File: src/inc/icc_pkg.sv
// Package of constants and types for the interrupt command and cascade logic
//
// Functional notes
// - Each mask bit set disables its request input; clear enables it.
// - In special mask mode the mask also overrides in-service blocking.
// - Level-select bits name the acted-on level only when set-level bit is one.
// - A set-level rotate makes the named input the lowest priority.
// - Rotate bit applies priority rotation, optionally with END_OF_INTERRUPT_BIT and set-level.
// - Register-select zero reads in-service, one reads request register.
// - Read-register bit drives the selected register; selection persists.
// - Poll bit selects polling; interrupt output is then not driven.
// - Special-mask bit sets or clears special mask only when enable bit is one.
// - In buffered mode the program/enable pin enables buffers while driving data.
// - In buffered mode master or slave role comes from buffered-role bit.
// - A master serves up to eight slaves, one per request input.
// - Master holds cascade lines low except when serving a slave input.
// - Master holds slave address from first to last acknowledge trailing edge.
// - Cascade init word marks slave inputs with one, peripherals with zero.
// - For peripheral inputs the master keeps cascade low and supplies vector.
// - For winning slave input master raises interrupt and drives its number.
// - Slave compares cascade lines with its address and supplies later bytes.
// - Slave raises interrupt only with no higher-priority request pending inside.
// - Automatic END_OF_INTERRUPT_BIT sets then clears the in-service bit on final acknowledge; the code never sets it in that mode.
// - Non-specific END_OF_INTERRUPT_BIT clears the highest-priority in-service bit.
// - Specific END_OF_INTERRUPT_BIT clears the in-service bit named by level-select bits.
package icc_pkg;
	localparam int ICC_LINES = 8;
	localparam logic [7:0] ICC_MASK_RESET = 8'h00;
	localparam logic [2:0] ICC_PRIO_RESET = 3'h7;
	// Command word field positions
	localparam int ICC_CMD_BIT4 = 4;
	localparam int ICC_CMD_BIT3 = 3;
	localparam int ICC_EOI_POS = 5;
	localparam int ICC_SL_POS = 6;
	localparam int ICC_R_POS = 7;
	localparam int ICC_RIS_POS = 0;
	localparam int ICC_RR_POS = 1;
	localparam int ICC_POLL_POS = 2;
	localparam int ICC_SMM_POS = 5;
	localparam int ICC_SPECIAL_MASK_ENABLE_BIT_POS = 6;
	// Acknowledge pulses per sequence
	localparam logic [1:0] ICC_ACK_CALL = 2'h3;
	localparam logic [1:0] ICC_ACK_VECTOR = 2'h2;
	localparam logic [7:0] ICC_CALL_OPCODE = 8'hCD;
	typedef enum logic [2:0] {
		ICC_NOP_ROT_AUTO_CLR, ICC_EOI_NONSPEC, ICC_NOP, ICC_EOI_SPEC,
		ICC_ROT_AUTO_SET, ICC_ROT_NONSPEC, ICC_SET_PRIO, ICC_ROT_SPEC
	} icc_op_t;
endpackage : icc_pkg

File: src/hdl/icc_core.sv
// Operational command, cascade and acknowledge logic of the interrupt controller
module icc_core
	import icc_pkg::*;
#(
	parameter int LINES = ICC_LINES
) (
	input wire logic CLK_IN,
	input wire logic RSTN_IN,
	input wire logic CS_N_IN,
	input wire logic RD_N_IN,
	input wire logic WR_N_IN,
	input wire logic A0_IN,
	input wire logic [7:0] DATA_IN,
	output logic [7:0] DATA_OUT,
	output logic DATA_OE_OUT,
	input wire logic INTERRUPT_ACKNOWLEDGE_N_N_IN,
	input wire logic [LINES-1:0] REQ_IN,
	output logic INT_OUT,
	input wire logic [2:0] CAS_IN,
	output logic [2:0] CAS_OUT,
	output logic CAS_OE_OUT,
	output logic SLAVE_PROGRAM_BUFFER_ENABLE_N_OUT,
	input wire logic SP_IN,
	input wire logic SINGLE_IN,
	input wire logic BUFFERED_IN,
	input wire logic BUF_MASTER_IN,
	input wire logic AUTO_EOI_IN,
	input wire logic VECTOR_MODE_IN,
	input wire logic LEVEL_TRIG_IN,
	input wire logic [7:0] CASCADE_INIT_IN,
	input wire logic [4:0] VECTOR_BASE_IN
);
	// ==========================================================
	// Input synchronisers
	logic [LINES-1:0] req_s1, req_s2, req_d;
	logic [2:0] cas_s1, cas_s2;
	logic [4:0] bus_s1, bus_s2, bus_d;
	logic [7:0] dat_s1, dat_s2;
	logic sp_s1, sp_s2;
	always_ff @(posedge CLK_IN or negedge RSTN_IN) begin
		if (!RSTN_IN) begin
			req_s1 <= '0;
			req_s2 <= '0;
			req_d <= '0;
			cas_s1 <= 3'h0;
			cas_s2 <= 3'h0;
			bus_s1 <= 5'h1F;
			bus_s2 <= 5'h1F;
			bus_d <= 5'h1F;
			dat_s1 <= 8'h00;
			dat_s2 <= 8'h00;
			sp_s1 <= 1'b1;
			sp_s2 <= 1'b1;
		end else begin
			req_s1 <= REQ_IN;
			req_s2 <= req_s1;
			req_d <= req_s2;
			cas_s1 <= CAS_IN;
			cas_s2 <= cas_s1;
			bus_s1 <= {CS_N_IN, RD_N_IN, WR_N_IN, INTERRUPT_ACKNOWLEDGE_N_N_IN, A0_IN};
			bus_s2 <= bus_s1;
			bus_d <= bus_s2;
			dat_s1 <= DATA_IN;
			dat_s2 <= dat_s1;
			sp_s1 <= SP_IN;
			sp_s2 <= sp_s1;
		end
	end
	logic cs_n, rd_n, wr_n, ack_n, a0;
	assign {cs_n, rd_n, wr_n, ack_n, a0} = bus_s2;
	logic wr_rise, ack_fall, ack_rise;
	assign wr_rise = !cs_n && wr_n && !bus_d[2];
	assign ack_fall = !ack_n && bus_d[1];
	assign ack_rise = ack_n && !bus_d[1];
	// Role: buffered mode takes it from the role bit, else from the pin
	logic is_master;
	assign is_master = BUFFERED_IN ? BUF_MASTER_IN : sp_s2;
	logic cascaded;
	assign cascaded = !SINGLE_IN || BUFFERED_IN;

	// ==========================================================
	// Command decode
	logic wr_mask, wr_eoi, wr_rdp;
	assign wr_mask = wr_rise && a0;
	assign wr_eoi = wr_rise && !a0 && !dat_s2[ICC_CMD_BIT4] && !dat_s2[ICC_CMD_BIT3];
	assign wr_rdp = wr_rise && !a0 && !dat_s2[ICC_CMD_BIT4] && dat_s2[ICC_CMD_BIT3];
	icc_op_t op;
	assign op = icc_op_t'({dat_s2[ICC_R_POS], dat_s2[ICC_SL_POS], dat_s2[ICC_EOI_POS]});
	logic [2:0] op_level;
	assign op_level = dat_s2[2:0];

	// ==========================================================
	// Mask, special mask, read select and poll
	logic [7:0] mask_register;
	logic special_mask, read_irr, poll;
	always_ff @(posedge CLK_IN or negedge RSTN_IN) begin
		if (!RSTN_IN) begin
			mask_register <= ICC_MASK_RESET;
		end else if (wr_mask) begin
			mask_register <= dat_s2;
		end
	end
	always_ff @(posedge CLK_IN or negedge RSTN_IN) begin
		if (!RSTN_IN) begin
			special_mask <= 1'b0;
			read_irr <= 1'b1;
		end else if (wr_rdp) begin
			if (dat_s2[ICC_SPECIAL_MASK_ENABLE_BIT_POS]) begin
				special_mask <= dat_s2[ICC_SMM_POS];
			end
			if (dat_s2[ICC_RR_POS]) begin
				read_irr <= dat_s2[ICC_RIS_POS];
			end
		end
	end
	// Poll is a one-shot: cleared by the next read of the even address
	logic rd_rise_done;
	assign rd_rise_done = !cs_n && rd_n && !bus_d[3] && !a0;
	always_ff @(posedge CLK_IN or negedge RSTN_IN) begin
		if (!RSTN_IN) begin
			poll <= 1'b0;
		end else if (wr_rdp) begin
			poll <= dat_s2[ICC_POLL_POS];
		end else if (rd_rise_done) begin
			poll <= 1'b0;
		end
	end

	// ==========================================================
	// Request register
	logic [7:0] request_register, in_service_register;
	logic [2:0] lowest;
	logic rotate_auto;
	logic [7:0] edge_hit;
	logic [7:0] take_clr;
	assign edge_hit = LEVEL_TRIG_IN ? req_s2 : (req_s2 & ~req_d);
	always_ff @(posedge CLK_IN or negedge RSTN_IN) begin
		if (!RSTN_IN) begin
			request_register <= 8'h00;
		end else begin
			request_register <= ((request_register & ~take_clr) | edge_hit) & req_s2;
		end
	end

	// ==========================================================
	// Priority resolution
	logic [7:0] eligible_req;
	logic [7:0] blocking_isr;
	logic req_found, isr_found;
	logic [2:0] req_level, isr_level;
	assign eligible_req = request_register & ~mask_register;
	assign blocking_isr = special_mask ? (in_service_register & ~mask_register)
		: in_service_register;
	icc_prio #(.LINES(LINES)) u_req_prio (
		.req_in(eligible_req),
		.lowest_in(lowest),
		.found_out(req_found),
		.level_out(req_level)
	);
	icc_prio #(.LINES(LINES)) u_isr_prio (
		.req_in(blocking_isr),
		.lowest_in(lowest),
		.found_out(isr_found),
		.level_out(isr_level)
	);
	// Distance below the lowest-priority slot, less one: larger value means higher priority, except the lowest slot itself ranks 7
	logic [2:0] req_rank, isr_rank;
	assign req_rank = 3'(lowest - req_level - 3'h1);
	assign isr_rank = 3'(lowest - isr_level - 3'h1);
	logic want_int;
	assign want_int = req_found && (!isr_found || req_rank > isr_rank);

	// ==========================================================
	// Acknowledge sequence
	logic [1:0] ack_count;
	logic [2:0] ack_level;
	logic ack_slave, ack_active;
	logic [1:0] ack_total;
	assign ack_total = VECTOR_MODE_IN ? ICC_ACK_VECTOR : ICC_ACK_CALL;
	logic our_slave_turn;
	assign our_slave_turn = !is_master && cascaded && cas_s2 == CASCADE_INIT_IN[2:0];
	logic last_ack;
	assign last_ack = ack_rise && ack_count == ack_total;
	always_ff @(posedge CLK_IN or negedge RSTN_IN) begin
		if (!RSTN_IN) begin
			ack_count <= 2'h0;
			ack_level <= 3'h0;
			ack_slave <= 1'b0;
			ack_active <= 1'b0;
		end else if (ack_fall) begin
			ack_count <= 2'(ack_count + 2'h1);
			if (ack_count == 2'h0) begin
				ack_active <= 1'b1;
				ack_level <= req_level;
				ack_slave <= is_master && cascaded && CASCADE_INIT_IN[req_level];
			end
		end else if (last_ack) begin
			ack_count <= 2'h0;
			ack_active <= 1'b0;
			ack_slave <= 1'b0;
		end
	end
	assign take_clr = (ack_fall && ack_count == 2'h0 && req_found)
		? (8'h01 << req_level) : 8'h00;

	// ==========================================================
	// In-service register and rotation
	logic [7:0] isr_eoi_clr;
	always_comb begin
		isr_eoi_clr = 8'h00;
		if (wr_eoi) begin
			unique case (op)
				ICC_EOI_NONSPEC, ICC_ROT_NONSPEC: isr_eoi_clr = isr_found ? (8'h01 << isr_level) : 8'h00;
				ICC_EOI_SPEC, ICC_ROT_SPEC: isr_eoi_clr = 8'h01 << op_level;
				ICC_NOP_ROT_AUTO_CLR, ICC_NOP, ICC_ROT_AUTO_SET, ICC_SET_PRIO: isr_eoi_clr = 8'h00;
			endcase
		end
	end
	always_ff @(posedge CLK_IN or negedge RSTN_IN) begin
		if (!RSTN_IN) begin
			in_service_register <= 8'h00;
		end else if (ack_fall && ack_count == 2'h0 && req_found && !AUTO_EOI_IN) begin
			in_service_register <= (in_service_register & ~isr_eoi_clr) | take_clr;
		end else begin
			// Automatic END_OF_INTERRUPT_BIT: bit is never held past the final acknowledge
			in_service_register <= in_service_register & ~isr_eoi_clr;
		end
	end
	always_ff @(posedge CLK_IN or negedge RSTN_IN) begin
		if (!RSTN_IN) begin
			lowest <= ICC_PRIO_RESET;
			rotate_auto <= 1'b0;
		end else if (wr_eoi) begin
			unique case (op)
				ICC_ROT_NONSPEC: lowest <= isr_found ? isr_level : lowest;
				ICC_ROT_SPEC, ICC_SET_PRIO: lowest <= op_level;
				ICC_ROT_AUTO_SET: rotate_auto <= 1'b1;
				ICC_NOP_ROT_AUTO_CLR: rotate_auto <= 1'b0;
				ICC_EOI_NONSPEC, ICC_EOI_SPEC, ICC_NOP: lowest <= lowest;
			endcase
		end else if (last_ack && AUTO_EOI_IN && rotate_auto) begin
			lowest <= ack_level;
		end
	end

	// ==========================================================
	// Interrupt output, cascade bus and data bus
	always_ff @(posedge CLK_IN or negedge RSTN_IN) begin
		if (!RSTN_IN) begin
			INT_OUT <= 1'b0;
		end else begin
			INT_OUT <= want_int && !poll && !ack_active;
		end
	end
	// Cascade lines: low unless serving a slave input, address held until last ack
	logic cas_drive;
	assign cas_drive = ack_active && ack_slave && ack_count != 2'h0;
	always_ff @(posedge CLK_IN or negedge RSTN_IN) begin
		if (!RSTN_IN) begin
			CAS_OUT <= 3'h0;
		end else begin
			CAS_OUT <= (is_master && cas_drive) ? ack_level : 3'h0;
		end
	end
	assign CAS_OE_OUT = is_master && cascaded;
	// Who supplies acknowledge bytes: master for peripherals and the first byte, matched slave for later bytes
	logic ack_byte_ours;
	always_comb begin
		if (is_master || !cascaded) begin
			ack_byte_ours = !ack_slave || (ack_count == 2'h1 && !ack_fall);
		end else begin
			ack_byte_ours = our_slave_turn && ack_count >= 2'h2;
		end
	end
	logic rd_active, ack_active_drive;
	assign rd_active = !cs_n && !rd_n;
	assign ack_active_drive = !ack_n && ack_byte_ours && ack_count != 2'h0;
	always_ff @(posedge CLK_IN or negedge RSTN_IN) begin
		if (!RSTN_IN) begin
			DATA_OUT <= 8'h00;
		end else if (rd_active) begin
			if (a0) begin
				DATA_OUT <= mask_register;
			end else if (poll) begin
				DATA_OUT <= {req_found, 4'h0, req_level};
			end else begin
				DATA_OUT <= read_irr ? request_register : in_service_register;
			end
		end else if (!ack_n) begin
			if (VECTOR_MODE_IN) begin
				DATA_OUT <= {VECTOR_BASE_IN, ack_level};
			end else if (ack_count == 2'h1 && !our_slave_turn) begin
				DATA_OUT <= ICC_CALL_OPCODE;
			end else begin
				DATA_OUT <= {VECTOR_BASE_IN, ack_level};
			end
		end
	end
	assign DATA_OE_OUT = rd_active || ack_active_drive;
	assign SLAVE_PROGRAM_BUFFER_ENABLE_N_OUT = !(BUFFERED_IN && DATA_OE_OUT);
endmodule : icc_core

File: src/hdl/icc_prio.sv
// Rotating priority resolver for eight lines
module icc_prio
	import icc_pkg::*;
#(
	parameter int LINES = ICC_LINES
) (
	input wire logic [LINES-1:0] req_in,
	input wire logic [2:0] lowest_in,
	output logic found_out,
	output logic [2:0] level_out
);
	// Scan from the level just above the lowest, wrapping around
	always_comb begin
		found_out = 1'b0;
		level_out = 3'h0;
		for (int k = LINES - 1; k >= 0; k--) begin
			if (req_in[3'(lowest_in + 3'(k + 1))]) begin
				found_out = 1'b1;
				level_out = 3'(lowest_in + 3'(k + 1));
			end
		end
	end
endmodule : icc_prio

File: config.mk
export PLATFORM = sky130hd
export DESIGN_NAME = icc_core
export DESIGN_NICKNAME = d
export VERILOG_FILES = /design/src/inc/icc_pkg.sv /design/src/hdl/icc_core.sv /design/src/hdl/icc_prio.sv
export SDC_FILE = /design/constraint.sdc
export NUM_CORES = 1
export LEC_CHECK = 0
export ABC_AREA = 1
export BUFFER_PORTS_ARGS = -buffer_cell sky130_fd_sc_hd__buf_4
export CAP_MARGIN = 15
export CORE_MARGIN = 2
export CORE_UTILIZATION = 30
export DETAILED_ROUTE_END_ITERATION = 6
export PLACE_DENSITY = 0.54
export SYNTH_ARGS = -nofsm -noshare
export SYNTH_HDL_FRONTEND = slang
export SYNTH_HIERARCHICAL = 1
export SYNTH_SLANG_ARGS = --single-unit
File: constraint.sdc
create_clock -name CLK_IN -period 4.18 [get_ports CLK_IN]
set_input_delay 0.209 -clock CLK_IN [delete_from_list [all_inputs] [get_ports CLK_IN]]
set_output_delay 0.209 -clock CLK_IN [all_outputs]
set_load 0.02 [all_outputs]
[Word level (Yosys, flattened, before mapping)]
Index checks and enable logic that the tools add are counted.
Operators by class
  $add $sub $neg: 12
  $lt $le $gt $ge: 11
  eq/ne operators: 14
  shift-type cells: 3
  mux-type cells: 98
  bitwise operators: 12
  reduce and logical (&&, ||, !) cells: 77
Operator list (number)
  two-way mux 8 bit: 13
  two-way mux 3 bit: 20
  binary-select mux 1 bit (select 3 bit): 17
  bitwise AND 8 bit: 6
  two-way mux 1 bit: 43
  less-than comparator 3 x 4 -> 1 bit, second input constant: 9
  logical AND 1 bit: 35
  inverter 8 bit: 4
  case mux 8 bit (3 select lines): 1
  << shifter 1 x 3 -> 8 bit, first input constant: 3
  logical NOT 1 bit: 20
  OR 8 bit: 2
  adder 3 bit, second input constant: 4
  == test 3 bit, second input constant: 4
  AND reduction 2 bit: 5
  nonzero test 2 bit: 5
  adder 3 x 2 -> 3 bit, second input constant: 2
  == test 3 x 2 -> 1 bit, second input constant: 2
  case mux 3 bit (2 select lines): 1
  OR reduction 2 bit: 3
  subtractor 3 x 1 -> 3 bit, second input constant: 2
  subtractor 3 bit: 2
  logical OR 1 bit: 5
  two-way mux 2 bit: 2
  other kinds (16): 17
Word-level totals
  flip-flop bits (word level): 112
  input bits: 46
  output and inout bits: 15
  word-level logic and storage cells: 254

[Logic depth before layout (Yosys ltp)]
Gate-level depths: netlist (run 1).
  word-level depth: 21
  depth in mapped cells: 25
  depth with buffers taken out: 25

[Cells and area by module]
Netlist (run 1), hierarchy kept.
By module, submodules not included
  icc_core: instances 1, cells an instance 534, area each 4813.4 um^2, sequential area each 2801.4 um^2
  icc_prio: instances 2, cells an instance 123, area each 666.9 um^2, sequential area each 0.0 um^2

[Least setup slack after synthesis (run 1)]
Ideal clock, no wire load.
  path type: reg2reg
  start point: register lowest[0]
  end point: register INT_OUT
  library setup time: 127 ps
  arrival time: 3516 ps
  data required time: 4053 ps
  path slack: 536 ps
  stages on the path, launching flop included: 26
  path buffers: 1
  clock period less this slack: 3644 ps
  cell sequence: dfstp_2 > buf_6 > inv_8 > ha_1 > inv_2 > nand3_1 > nand3_2 > nand2_2 > nor2_2 > o21bai_1 > nand2_1 > nand2_1 > nand2_1 > nand3_1 > nand2_1 > inv_1 > ha_1 > inv_1 > fa_1 > xnor2_1 > xor2_1 > ha_1 > a21oi_1 > o21ai_0 > nand2_1 > a21oi_1
Between the ends
  cells in the longest elaborated chain, start to end: 17
Ends and longest elaborated chain
  from (decl): line icc_core.sv:132  | logic [2:0] lowest;
  from (signal assigned): line icc_core.sv:235  | ICC_ROT_NONSPEC: lowest <= isr_found ? isr_level : lowest;
  from (signal assigned): line icc_core.sv:236  | ICC_ROT_SPEC, ICC_SET_PRIO: lowest <= op_level;
  from (signal assigned): line icc_core.sv:239  | ICC_EOI_NONSPEC, ICC_EOI_SPEC, ICC_NOP: lowest <= lowest;
  adder 3 bit / binary-select mux 1 bit (select 3 bit) (equally long branches): line icc_prio.sv:17, icc_prio.sv:19
  binary-select mux 1 bit (select 3 bit) / two-way mux 1 bit (equally long branches): line icc_prio.sv:17  | if (req_in[3'(lowest_in + 3'(k + 1))]) begin
  two-way mux 1 bit (implied by the code) / two-way mux 3 bit (equally long branches): line icc_prio.sv:17
  two-way mux 3 bit (6 in a row): line icc_prio.sv:17
  two-way mux 3 bit (*): line icc_prio.sv:17
  net isr_level[0]: line icc_core.sv:150  | logic [2:0] req_level, isr_level;
  subtractor 3 bit (*): line icc_core.sv:169  | assign isr_rank = 3'(lowest - isr_level - 3'h1);
  subtractor 3 x 1 -> 3 bit (*): line icc_core.sv:169
  greater-than comparator 3 bit (*): line icc_core.sv:171  | assign want_int = req_found && (!isr_found || req_rank > isr_rank);
  logical OR 1 bit (*): line icc_core.sv:171
  logical AND 1 bit (*): line icc_core.sv:171
  logical AND 1 bit (*) (2 in a row): line icc_core.sv:252  | INT_OUT <= want_int && !poll && !ack_active;
  to (signal assigned): line icc_core.sv:252
  to (decl): line icc_core.sv:18  | output logic INT_OUT,
The timed path passes the listed nets; every way through them passes the cells marked *. The select of a mux whose other input is x is not followed.
A chain may end at the register's enable or synchronous reset.

[Worst setup path after layout (run 1)]
  start point: register lowest[0]
  end point: register INT_OUT
Between the ends
  cells in the longest elaborated chain, start to end: 17
Ends and longest elaborated chain
  adder 3 bit / binary-select mux 1 bit (select 3 bit) (equally long branches): line icc_prio.sv:17, icc_prio.sv:19
  binary-select mux 1 bit (select 3 bit) / two-way mux 1 bit (equally long branches): line icc_prio.sv:17
  two-way mux 1 bit (implied by the code) / two-way mux 3 bit (equally long branches): line icc_prio.sv:17
  two-way mux 3 bit (6 in a row): line icc_prio.sv:17
  two-way mux 3 bit (*): line icc_prio.sv:17
  net req_level[0]: line icc_core.sv:150
  subtractor 3 bit (*): line icc_core.sv:168  | assign req_rank = 3'(lowest - req_level - 3'h1);
  subtractor 3 x 1 -> 3 bit (*): line icc_core.sv:168
  greater-than comparator 3 bit (*): line icc_core.sv:171
  logical OR 1 bit (*): line icc_core.sv:171
  logical AND 1 bit (*): line icc_core.sv:171
  logical AND 1 bit (*) (2 in a row): line icc_core.sv:252
Marked as above.

==> flow_summary.json, run 1 <==
{
  "clkTransAtPathRegs_ns": 0.07,
  "io_buffers": 60,
  "ys_top_cells_by_count": "nand2_1, dfrtp_1, inv_1",
  "ys_dominant_reg_cell": "dfrtp_1",
  "setup_tns_ns": 0,
  "synth.most_common_cell": "nand2_1",
  "clockRootBuffer": "clkbuf_16",
  "rsz0062_at_grt": "no",
  "cp_data_arrival_time_ns": 4.09,
  "synth_largest_area_cell": "dfrtp_1",
  "remaining_drc_errors": 0,
  "yosys_warnings": 6,
  "crit_top_cell": "nand2_1",
  "synth-edff-count": 0,
  "post_detailed_placement_half_perimeter_wirelength_um": 12400,
  "critical_path.endpoint_type": "flop",
  "power.density_cell_area_nw_per_um2": 592,
  "hold_ws_ns": 0.101,
  "clock_sinks": 111,
  "outcome": "finished, final reports clean",
  "final_net_count": 933,
  "globalRouteTotalUtil_pct": 15.1,
  "timing.reg2reg.worst_path_depth": 23,
  "portion_of_total_power_attributed_to_the_clock_network_pct": 18.9,
  "max_stage_delay_ns": 0.60,
  "setup_clock_skew_after_layout_ns": 0.00713,
  "detailedRoute.firstPassIterationCount": 5,
  "crit-reg2reg-capture": "INT_OUT",
  "design.portCount": 61,
  "period_share_pct": 92.6,
  "max_h_tree_level": 3,
  "synthDominantCellAreaShare_pct": 37.5,
  "grt_pass1_vias": 5201,
  "die_area_um2": 21700,
  "grt-ovfl-total": 0,
  "synth_cell_types": 41,
  "wl_per_cell_um": 13.9,
  "route.final.wire_length_um": 16000,
  "hold_start": "AUTO_EOI_IN",
  "wire_length_of_the_first_global_routing_pass_um": 26300,
  "power.sequential.fraction_pct": 30.1,
  "synthesis.area_per_instance_um2": 7.88,
  "syn-num-nets": 840,
  "regToRegSetupSlack_ns": 0.31,
  "worst_hold_path_type": "in2reg",
  "avgViaCountPerCell": 4.62,
  "area_growth_pct": 21.5,
  "timing_max_transition_violations_final": 0,
  "grt_antenna_before_repair": 0,
  "final.fill_count": 2096,
  "power.internal_w": 0.00245,
  "cts_inserted_buffers": 9,
  "largest_net_degree_at_the_start_of_global_routing": 40,
  "final_layout_size_suffix_gt1_share_pct": 17.5,
  "worst-setup-path-type": "reg2reg",
  "cts_max_path_buffers": 2,
  "synthesis.area_um2": 6150,
  "total_switching_power_w": 0.00198,
  "synth_sequential_area_ratio_pct": 45.6,
  "comb_power_share_pct": 51.0,
  "static-leakage-power_nw": 3.66,
  "path_cells": "buf_4, inv_8, ha_1, inv_2, nand3_1, nand3_1, nand2_1, o21bai_1, nand2_1, nand2_1, nand2_1, nand3_1, nand2_1, inv_1, ha_1, inv_1, fa_1, xnor2_1, ha_1, a21oi_1, o21ai_0, nand2_1, a21oi_1",
  "clk-insertion-delay-late_ns": 0.34,
  "cp_max_fo": 10,
  "hold_path_depth": 2,
  "achievable-frequency_mhz": 258,
  "num_vias": 5304,
  "synth.top_cells.by_area": "dfrtp_1, nand2_1, dfstp_2",
  "report.final.hold_viol_count": 0,
  "crit-reg2reg-launch": "lowest[0]",
  "async_set_or_reset_register_ratio_after_synthesis_pct": 100,
  "cts_tree": "yes",
  "switching_share_pct": 44.7,
  "final-setup-viol-count": 0,
  "max_cap_violations": 0,
  "crit_path_top_delay_cell": "dfstp_2",
  "hold_path_end": "in_service_register[2]",
  "die_width_um": 147,
  "power.ir.vdd_worst_mv": 0.259,
  "drt.antenna.violating_nets": 0,
  "critical_path_required_ns": 4.40,
  "slew-limit-headroom_pct": 37.3,
  "worst-slew-pin-transition_ns": 0.936,
  "initial_utilization_pct": 30.5,
  "synth_cells": 780,
  "final_estimated_routing_congestion_in_global_placement": 0.880,
  "yosys_register_bits": 111,
  "post_layout_minimum_cycle_time_ns": 3.87,
  "antenna_cells": 0,
  "fp.coreArea_um2": 20200,
  "die_h_um": 147,
  "start_kind": "flop",
  "first_iter_violations": 347,
  "placementRows": 52
}
-- routing by layer --
layer,global-route usage (%),up-vias,routed length (um)
met2,24.7,137,7470
met3,1.74,18,659
met4,4.38,0,249
met5,0,-,0
met1,21.2,2458,7620
li1,-,2691,-
-- timing repair --
item                                    4_1_cts  5_1_grt
endpoints found under the setup margin        0        1
hold buffers                                 26        0
resized for setup                             0        4
buffers inserted                              0        1
endpoints found under the hold margin        56        0
-- placed cells by master, fill, tap and decap left out, types with 2 or more instances in the layout --
| cell | count |
|---|---|
| a21oi_2 | 2 |
| fa_1 | 2 |
| a31oi_1 | 8 |
| clkbuf_16 | 9 |
| nand2_1 | 241 |
| xnor2_2 | 2 |
| a21oi_1 | 23 |
| inv_1 | 84 |
| nand3_2 | 15 |
| xor2_1 | 4 |
| nand3_1 | 80 |
| nand2_2 | 8 |
| nand4_1 | 10 |
| ha_1 | 11 |
| clkbuf_8 | 2 |
| nor3_1 | 4 |
| buf_4 | 71 |
| a22oi_1 | 2 |
| dfrtp_1 | 92 |
| dlygate4sd3_1 | 26 |
| a21boi_0 | 10 |
| xnor2_1 | 8 |
| xor2_2 | 2 |
| nor2_1 | 54 |
| o21ai_1 | 7 |
| nor2_4 | 5 |
| o21bai_1 | 2 |
| dfstp_2 | 19 |
| inv_8 | 4 |
| a21boi_1 | 4 |
| inv_2 | 6 |
| o21ai_0 | 46 |
| nor2_2 | 4 |
-- flip-flops by register name, summed over array words and instances (netlist names), 5 cells and up --
signal,flops
dat_s1,8
req_s2,8
request_register,8
req_s1,8
in_service_register,8
bus_s2,5
bus_s1,5
DATA_OUT,8
req_d,8
mask_register,8
dat_s2,8
-- worst max-delay path, delay by kind of cell (launching register included) --
kind / cells / cell delay, ns
adders and majority gates: 4 / 1.27
and+or+nand+nor: 9 / 0.83
DFF: 1 / 0.60
buffers and inverters: 5 / 0.49
AOI/OAI and AO/OA: 4 / 0.43
xor gates and xnor gates: 1 / 0.14
-- how the worst max path moves through the flow --
stage,end,cells past startpoint,from
3_5_place_dp,INT_OUT,23,lowest[0]
2_1_floorplan,INT_OUT,25,lowest[0]
5_1_grt,INT_OUT,23,special_mask
6_report,INT_OUT,23,lowest[0]
3_3_place_gp,INT_OUT,23,lowest[0]
4_1_cts,INT_OUT,23,lowest[0]
-- metrics by stage --
stage	instance area [um2]	setup WS (ns)	power, W	std cells	utilization [%]
after floorplan	6150	0.536	0.00294	780	-
after global placement	6890	0.348	0.00358	1105	34.2
after detailed placement	6890	0.232	0.00356	1105	34.2
after CTS	7450	0.224	0.00443	1147	36.9
after global routing	7470	0.0299	0.00482	1148	37.0
final	7470	0.309	0.00442	1148	37.0
-- power by group through the flow --
stage | Clock, W | Combinational, W | Sequential [W]
after floorplan | 0 | 0.00161 | 0.00132
after global placement | 0 | 0.00222 | 0.00135
after detailed placement | 0 | 0.00221 | 0.00135
after CTS | 0.000863 | 0.00224 | 0.00133
after global routing | 0.000909 | 0.00256 | 0.00135
final | 0.000838 | 0.00225 | 0.00133
-- final cells by class --
cell class                 instances  area [um2]  area share, %
clock buffer                      12         256           3.43
tap                              270         338           4.52
multi-input combinational        562        2880           38.6
inverter                          92         360           4.83
sequential                       111        2800           37.5
timing repair buffer              97         793           10.6
clock inverter                     4        36.3          0.486
-- cell families (layout without fill, tap and decap cells) --
kind of cell             after synthesis  count (layout)  synth area share [%]
AO/OA/AOI/OAI                        107             107                  9.85
XOR/XNOR                              16              16                  2.77
adder cells (fa/ha/maj)               14              14                  3.09
buffers and inverters                107             205                  7.75
flip-flops                           111             111                  45.6
multiplexers                           1               1                 0.183
AND/OR/NAND/NOR                      424             424                  30.8
Power figures use the tool's default switching activity.
==> run 2, diff against run 1 <==
ABC_CLOCK_PERIOD_IN_PS = 4180   (was not set)
CORE_MARGIN = 3   (was 2)
==> run 2 against run 1 <==
Net effect: via count fell by 0.51%; clock skew barely moved; clock power rose by 7.2%; non-clock buffer count rose by 2; sequential power barely moved; die area rose by 2.7%; critical path depth fell by 1; first-iteration DRC count fell by 1.4%; sequential share of layout area fell by 0.16 points; setup slack improved by 0.069 ns; register-to-register slack improved by 0.07 ns; largest power group unchanged; highest routed layer unchanged.
==> flow_summary.json, run 2 (same netlist as run 1, synthesis figures left out) <==
{
  "outcome": "finished, final reports clean",
  "route.final.wire_length_um": 15900,
  "wire_length_of_the_first_global_routing_pass_um": 26300,
  "worst-setup-path-type": "reg2reg",
  "setup_tns_ns": 0,
  "numPlacedInstances": 1099,
  "max_h_tree_level": 3,
  "crit-reg2reg-capture": "INT_OUT",
  "report.final.hold_viol_count": 0,
  "post_detailed_placement_half_perimeter_wirelength_um": 12400,
  "initial_utilization_pct": 31.1,
  "critical_path_required_ns": 4.41,
  "regToRegSetupSlack_ns": 0.38,
  "grt_antenna_before_repair": 0,
  "post_layout_minimum_cycle_time_ns": 3.80,
  "detailedRoute.firstPassIterationCount": 5,
  "clockRootBuffer": "clkbuf_16",
  "antenna_cells": 0,
  "final.fill_count": 2063,
  "most_used_cells_in_the_layout_excluding_fill_and_tap_cells": "nand2_1, dfrtp_1, inv_1",
  "avgViaCountPerCell": 4.61,
  "hold_start": "VECTOR_BASE_IN[2]",
  "achievable-frequency_mhz": 263,
  "cp_max_fo": 10,
  "worst_hold_path_type": "in2reg",
  "final_net_count": 935,
  "power.sequential.fraction_pct": 29.8,
  "placementRows": 51,
  "comb_power_share_pct": 50.2,
  "static-leakage-power_nw": 3.68,
  "grt_pass1_vias": 5177,
  "rsz0062_at_grt": "no",
  "area_growth_pct": 22.2,
  "design.portCount": 61,
  "final-instance-count-excl-fill": 1145,
  "slew-limit-headroom_pct": 32.7,
  "drt.antenna.violating_nets": 0,
  "period_share_pct": 91.0,
  "layout_commonest_cell": "nand2_1",
  "final_layout_size_suffix_gt1_share_pct": 18.1,
  "crit-reg2reg-launch": "lowest[0]",
  "power.internal_w": 0.00250,
  "cts_max_path_buffers": 2,
  "minimum_setup_slack_in_the_final_design_ns": 0.378,
  "power.ir.vdd_worst_mv": 0.280,
  "die_h_um": 149,
  "switching_share_pct": 44.4,
  "timing.reg2reg.worst_path_depth": 22,
  "hold_path_end": "DATA_OUT[5]",
  "critical_path.endpoint_type": "flop",
  "power.density_cell_area_nw_per_um2": 600,
  "remaining_drc_errors": 0,
  "clkTransAtPathRegs_ns": 0.08,
  "die_area_um2": 22200,
  "globalRouteTotalUtil_pct": 14.9,
  "max_cap_violations": 0,
  "grt-ovfl-total": 0,
  "io_buffers": 60,
  "clock_sinks": 111,
  "cp_data_arrival_time_ns": 4.03,
  "timing_max_transition_violations_final": 0,
  "place_worst_setup_slack_ns": 0.128,
  "start_kind": "flop",
  "setup_clock_skew_after_layout_ns": 0.00736,
  "total_switching_power_w": 0.00200,
  "hold_path_depth": 3,
  "worst-slew-pin-transition_ns": 1.01,
  "fp.coreArea_um2": 19800,
  "cts_inserted_buffers": 9,
  "wl_per_cell_um": 13.9,
  "largest_net_degree_at_the_start_of_global_routing": 60,
  "hold_ws_ns": 0.0927,
  "cts_tree": "yes",
  "die_width_um": 149,
  "final_estimated_routing_congestion_in_global_placement": 0.879,
  "num_vias": 5277,
  "final_core_util_pct": 38.0,
  "clk-insertion-delay-late_ns": 0.35,
  "final-setup-viol-count": 0,
  "portion_of_total_power_attributed_to_the_clock_network_pct": 19.9,
  "first_iter_violations": 342
}
[run 2: changes by cell type in the layout (fill, tap and decap cells not counted), sizes merged]
cell,previous run,this run
buf,71,73
bufinv,0,1
clkbuf,12,10
inv,94,95
[run 2: final cells by class]
type	count	area (um2)	share of cell area, %
Clock buffer	10	239	3.18
Clock inverter	6	75.1	1.00
Inverter	92	360	4.80
Multi-Input combinational cell	562	2890	38.4
Sequential cell	111	2810	37.4
Tap cell	265	332	4.42
Timing Repair Buffer	99	812	10.8
[run 2: routing by layer]
| metal | vias to the layer above | global-route usage (%) | part of all wire [%] |
|---|---|---|---|
| met3 | 24 | 1.76 | 3.7 |
| met1 | 2437 | 21.6 | 49 |
| met4 | 0 | 5.68 | 2.4 |
| met2 | 120 | 23.0 | 45 |
| li1 | 2696 | - | - |
| met5 | - | 0 | 0 |
[run 2: stage by stage]
| step | power (W) | area, um2 |
|---|---|---|
| finish | 0.00450 | 7510 |
| global route | 0.00490 | 7510 |
| CTS | 0.00448 | 7450 |
| detailed placement | 0.00355 | 6880 |
| global placement | 0.00357 | 6880 |
| floorplan | 0.00294 | 6150 |
[run 2: how the worst max path moves through the flow]
stage	to	start
floorplan	INT_OUT	lowest[0]
global placement	INT_OUT	lowest[0]
global route	INT_OUT	lowest[0]
finish	INT_OUT	lowest[0]
detailed placement	INT_OUT	lowest[0]
CTS	INT_OUT	lowest[0]
[run 2: repair_timing]
item | in CTS | in global routing
endpoints found under the setup margin | 0 | 1
setup buffers | 0 | 4
endpoints found under the hold margin | 69 | 0
resized for setup | 0 | 8
hold buffers | 26 | 0
[run 2: power groups by stage]
stage | Clock, W | Combinational (W) | Sequential [W]
finish | 0.000898 | 0.00226 | 0.00134
global route | 0.000961 | 0.00258 | 0.00136
CTS | 0.000920 | 0.00221 | 0.00135
detailed placement | 0 | 0.00218 | 0.00137
global placement | 0 | 0.00220 | 0.00136
floorplan | 0 | 0.00161 | 0.00132
[run 2: worst max-delay path: stages (launching register included)]
cell and delay [ns]:
dfstp_4 0.72, inv_8 0.06, ha_2 0.40, inv_2 0.09, nand3_1 0.11, nand3_1 0.12
nand2_1 0.18, o21bai_1 0.13, nand2_1 0.07, nand2_1 0.06, nand2_1 0.05, nand3_1 0.06
nand2_1 0.13, inv_1 0.13, ha_1 0.15, inv_1 0.04, fa_1 0.36, xnor2_1 0.15
ha_1 0.33, a21oi_1 0.14, o21ai_0 0.08, nand2_1 0.06, a21oi_1 0.06
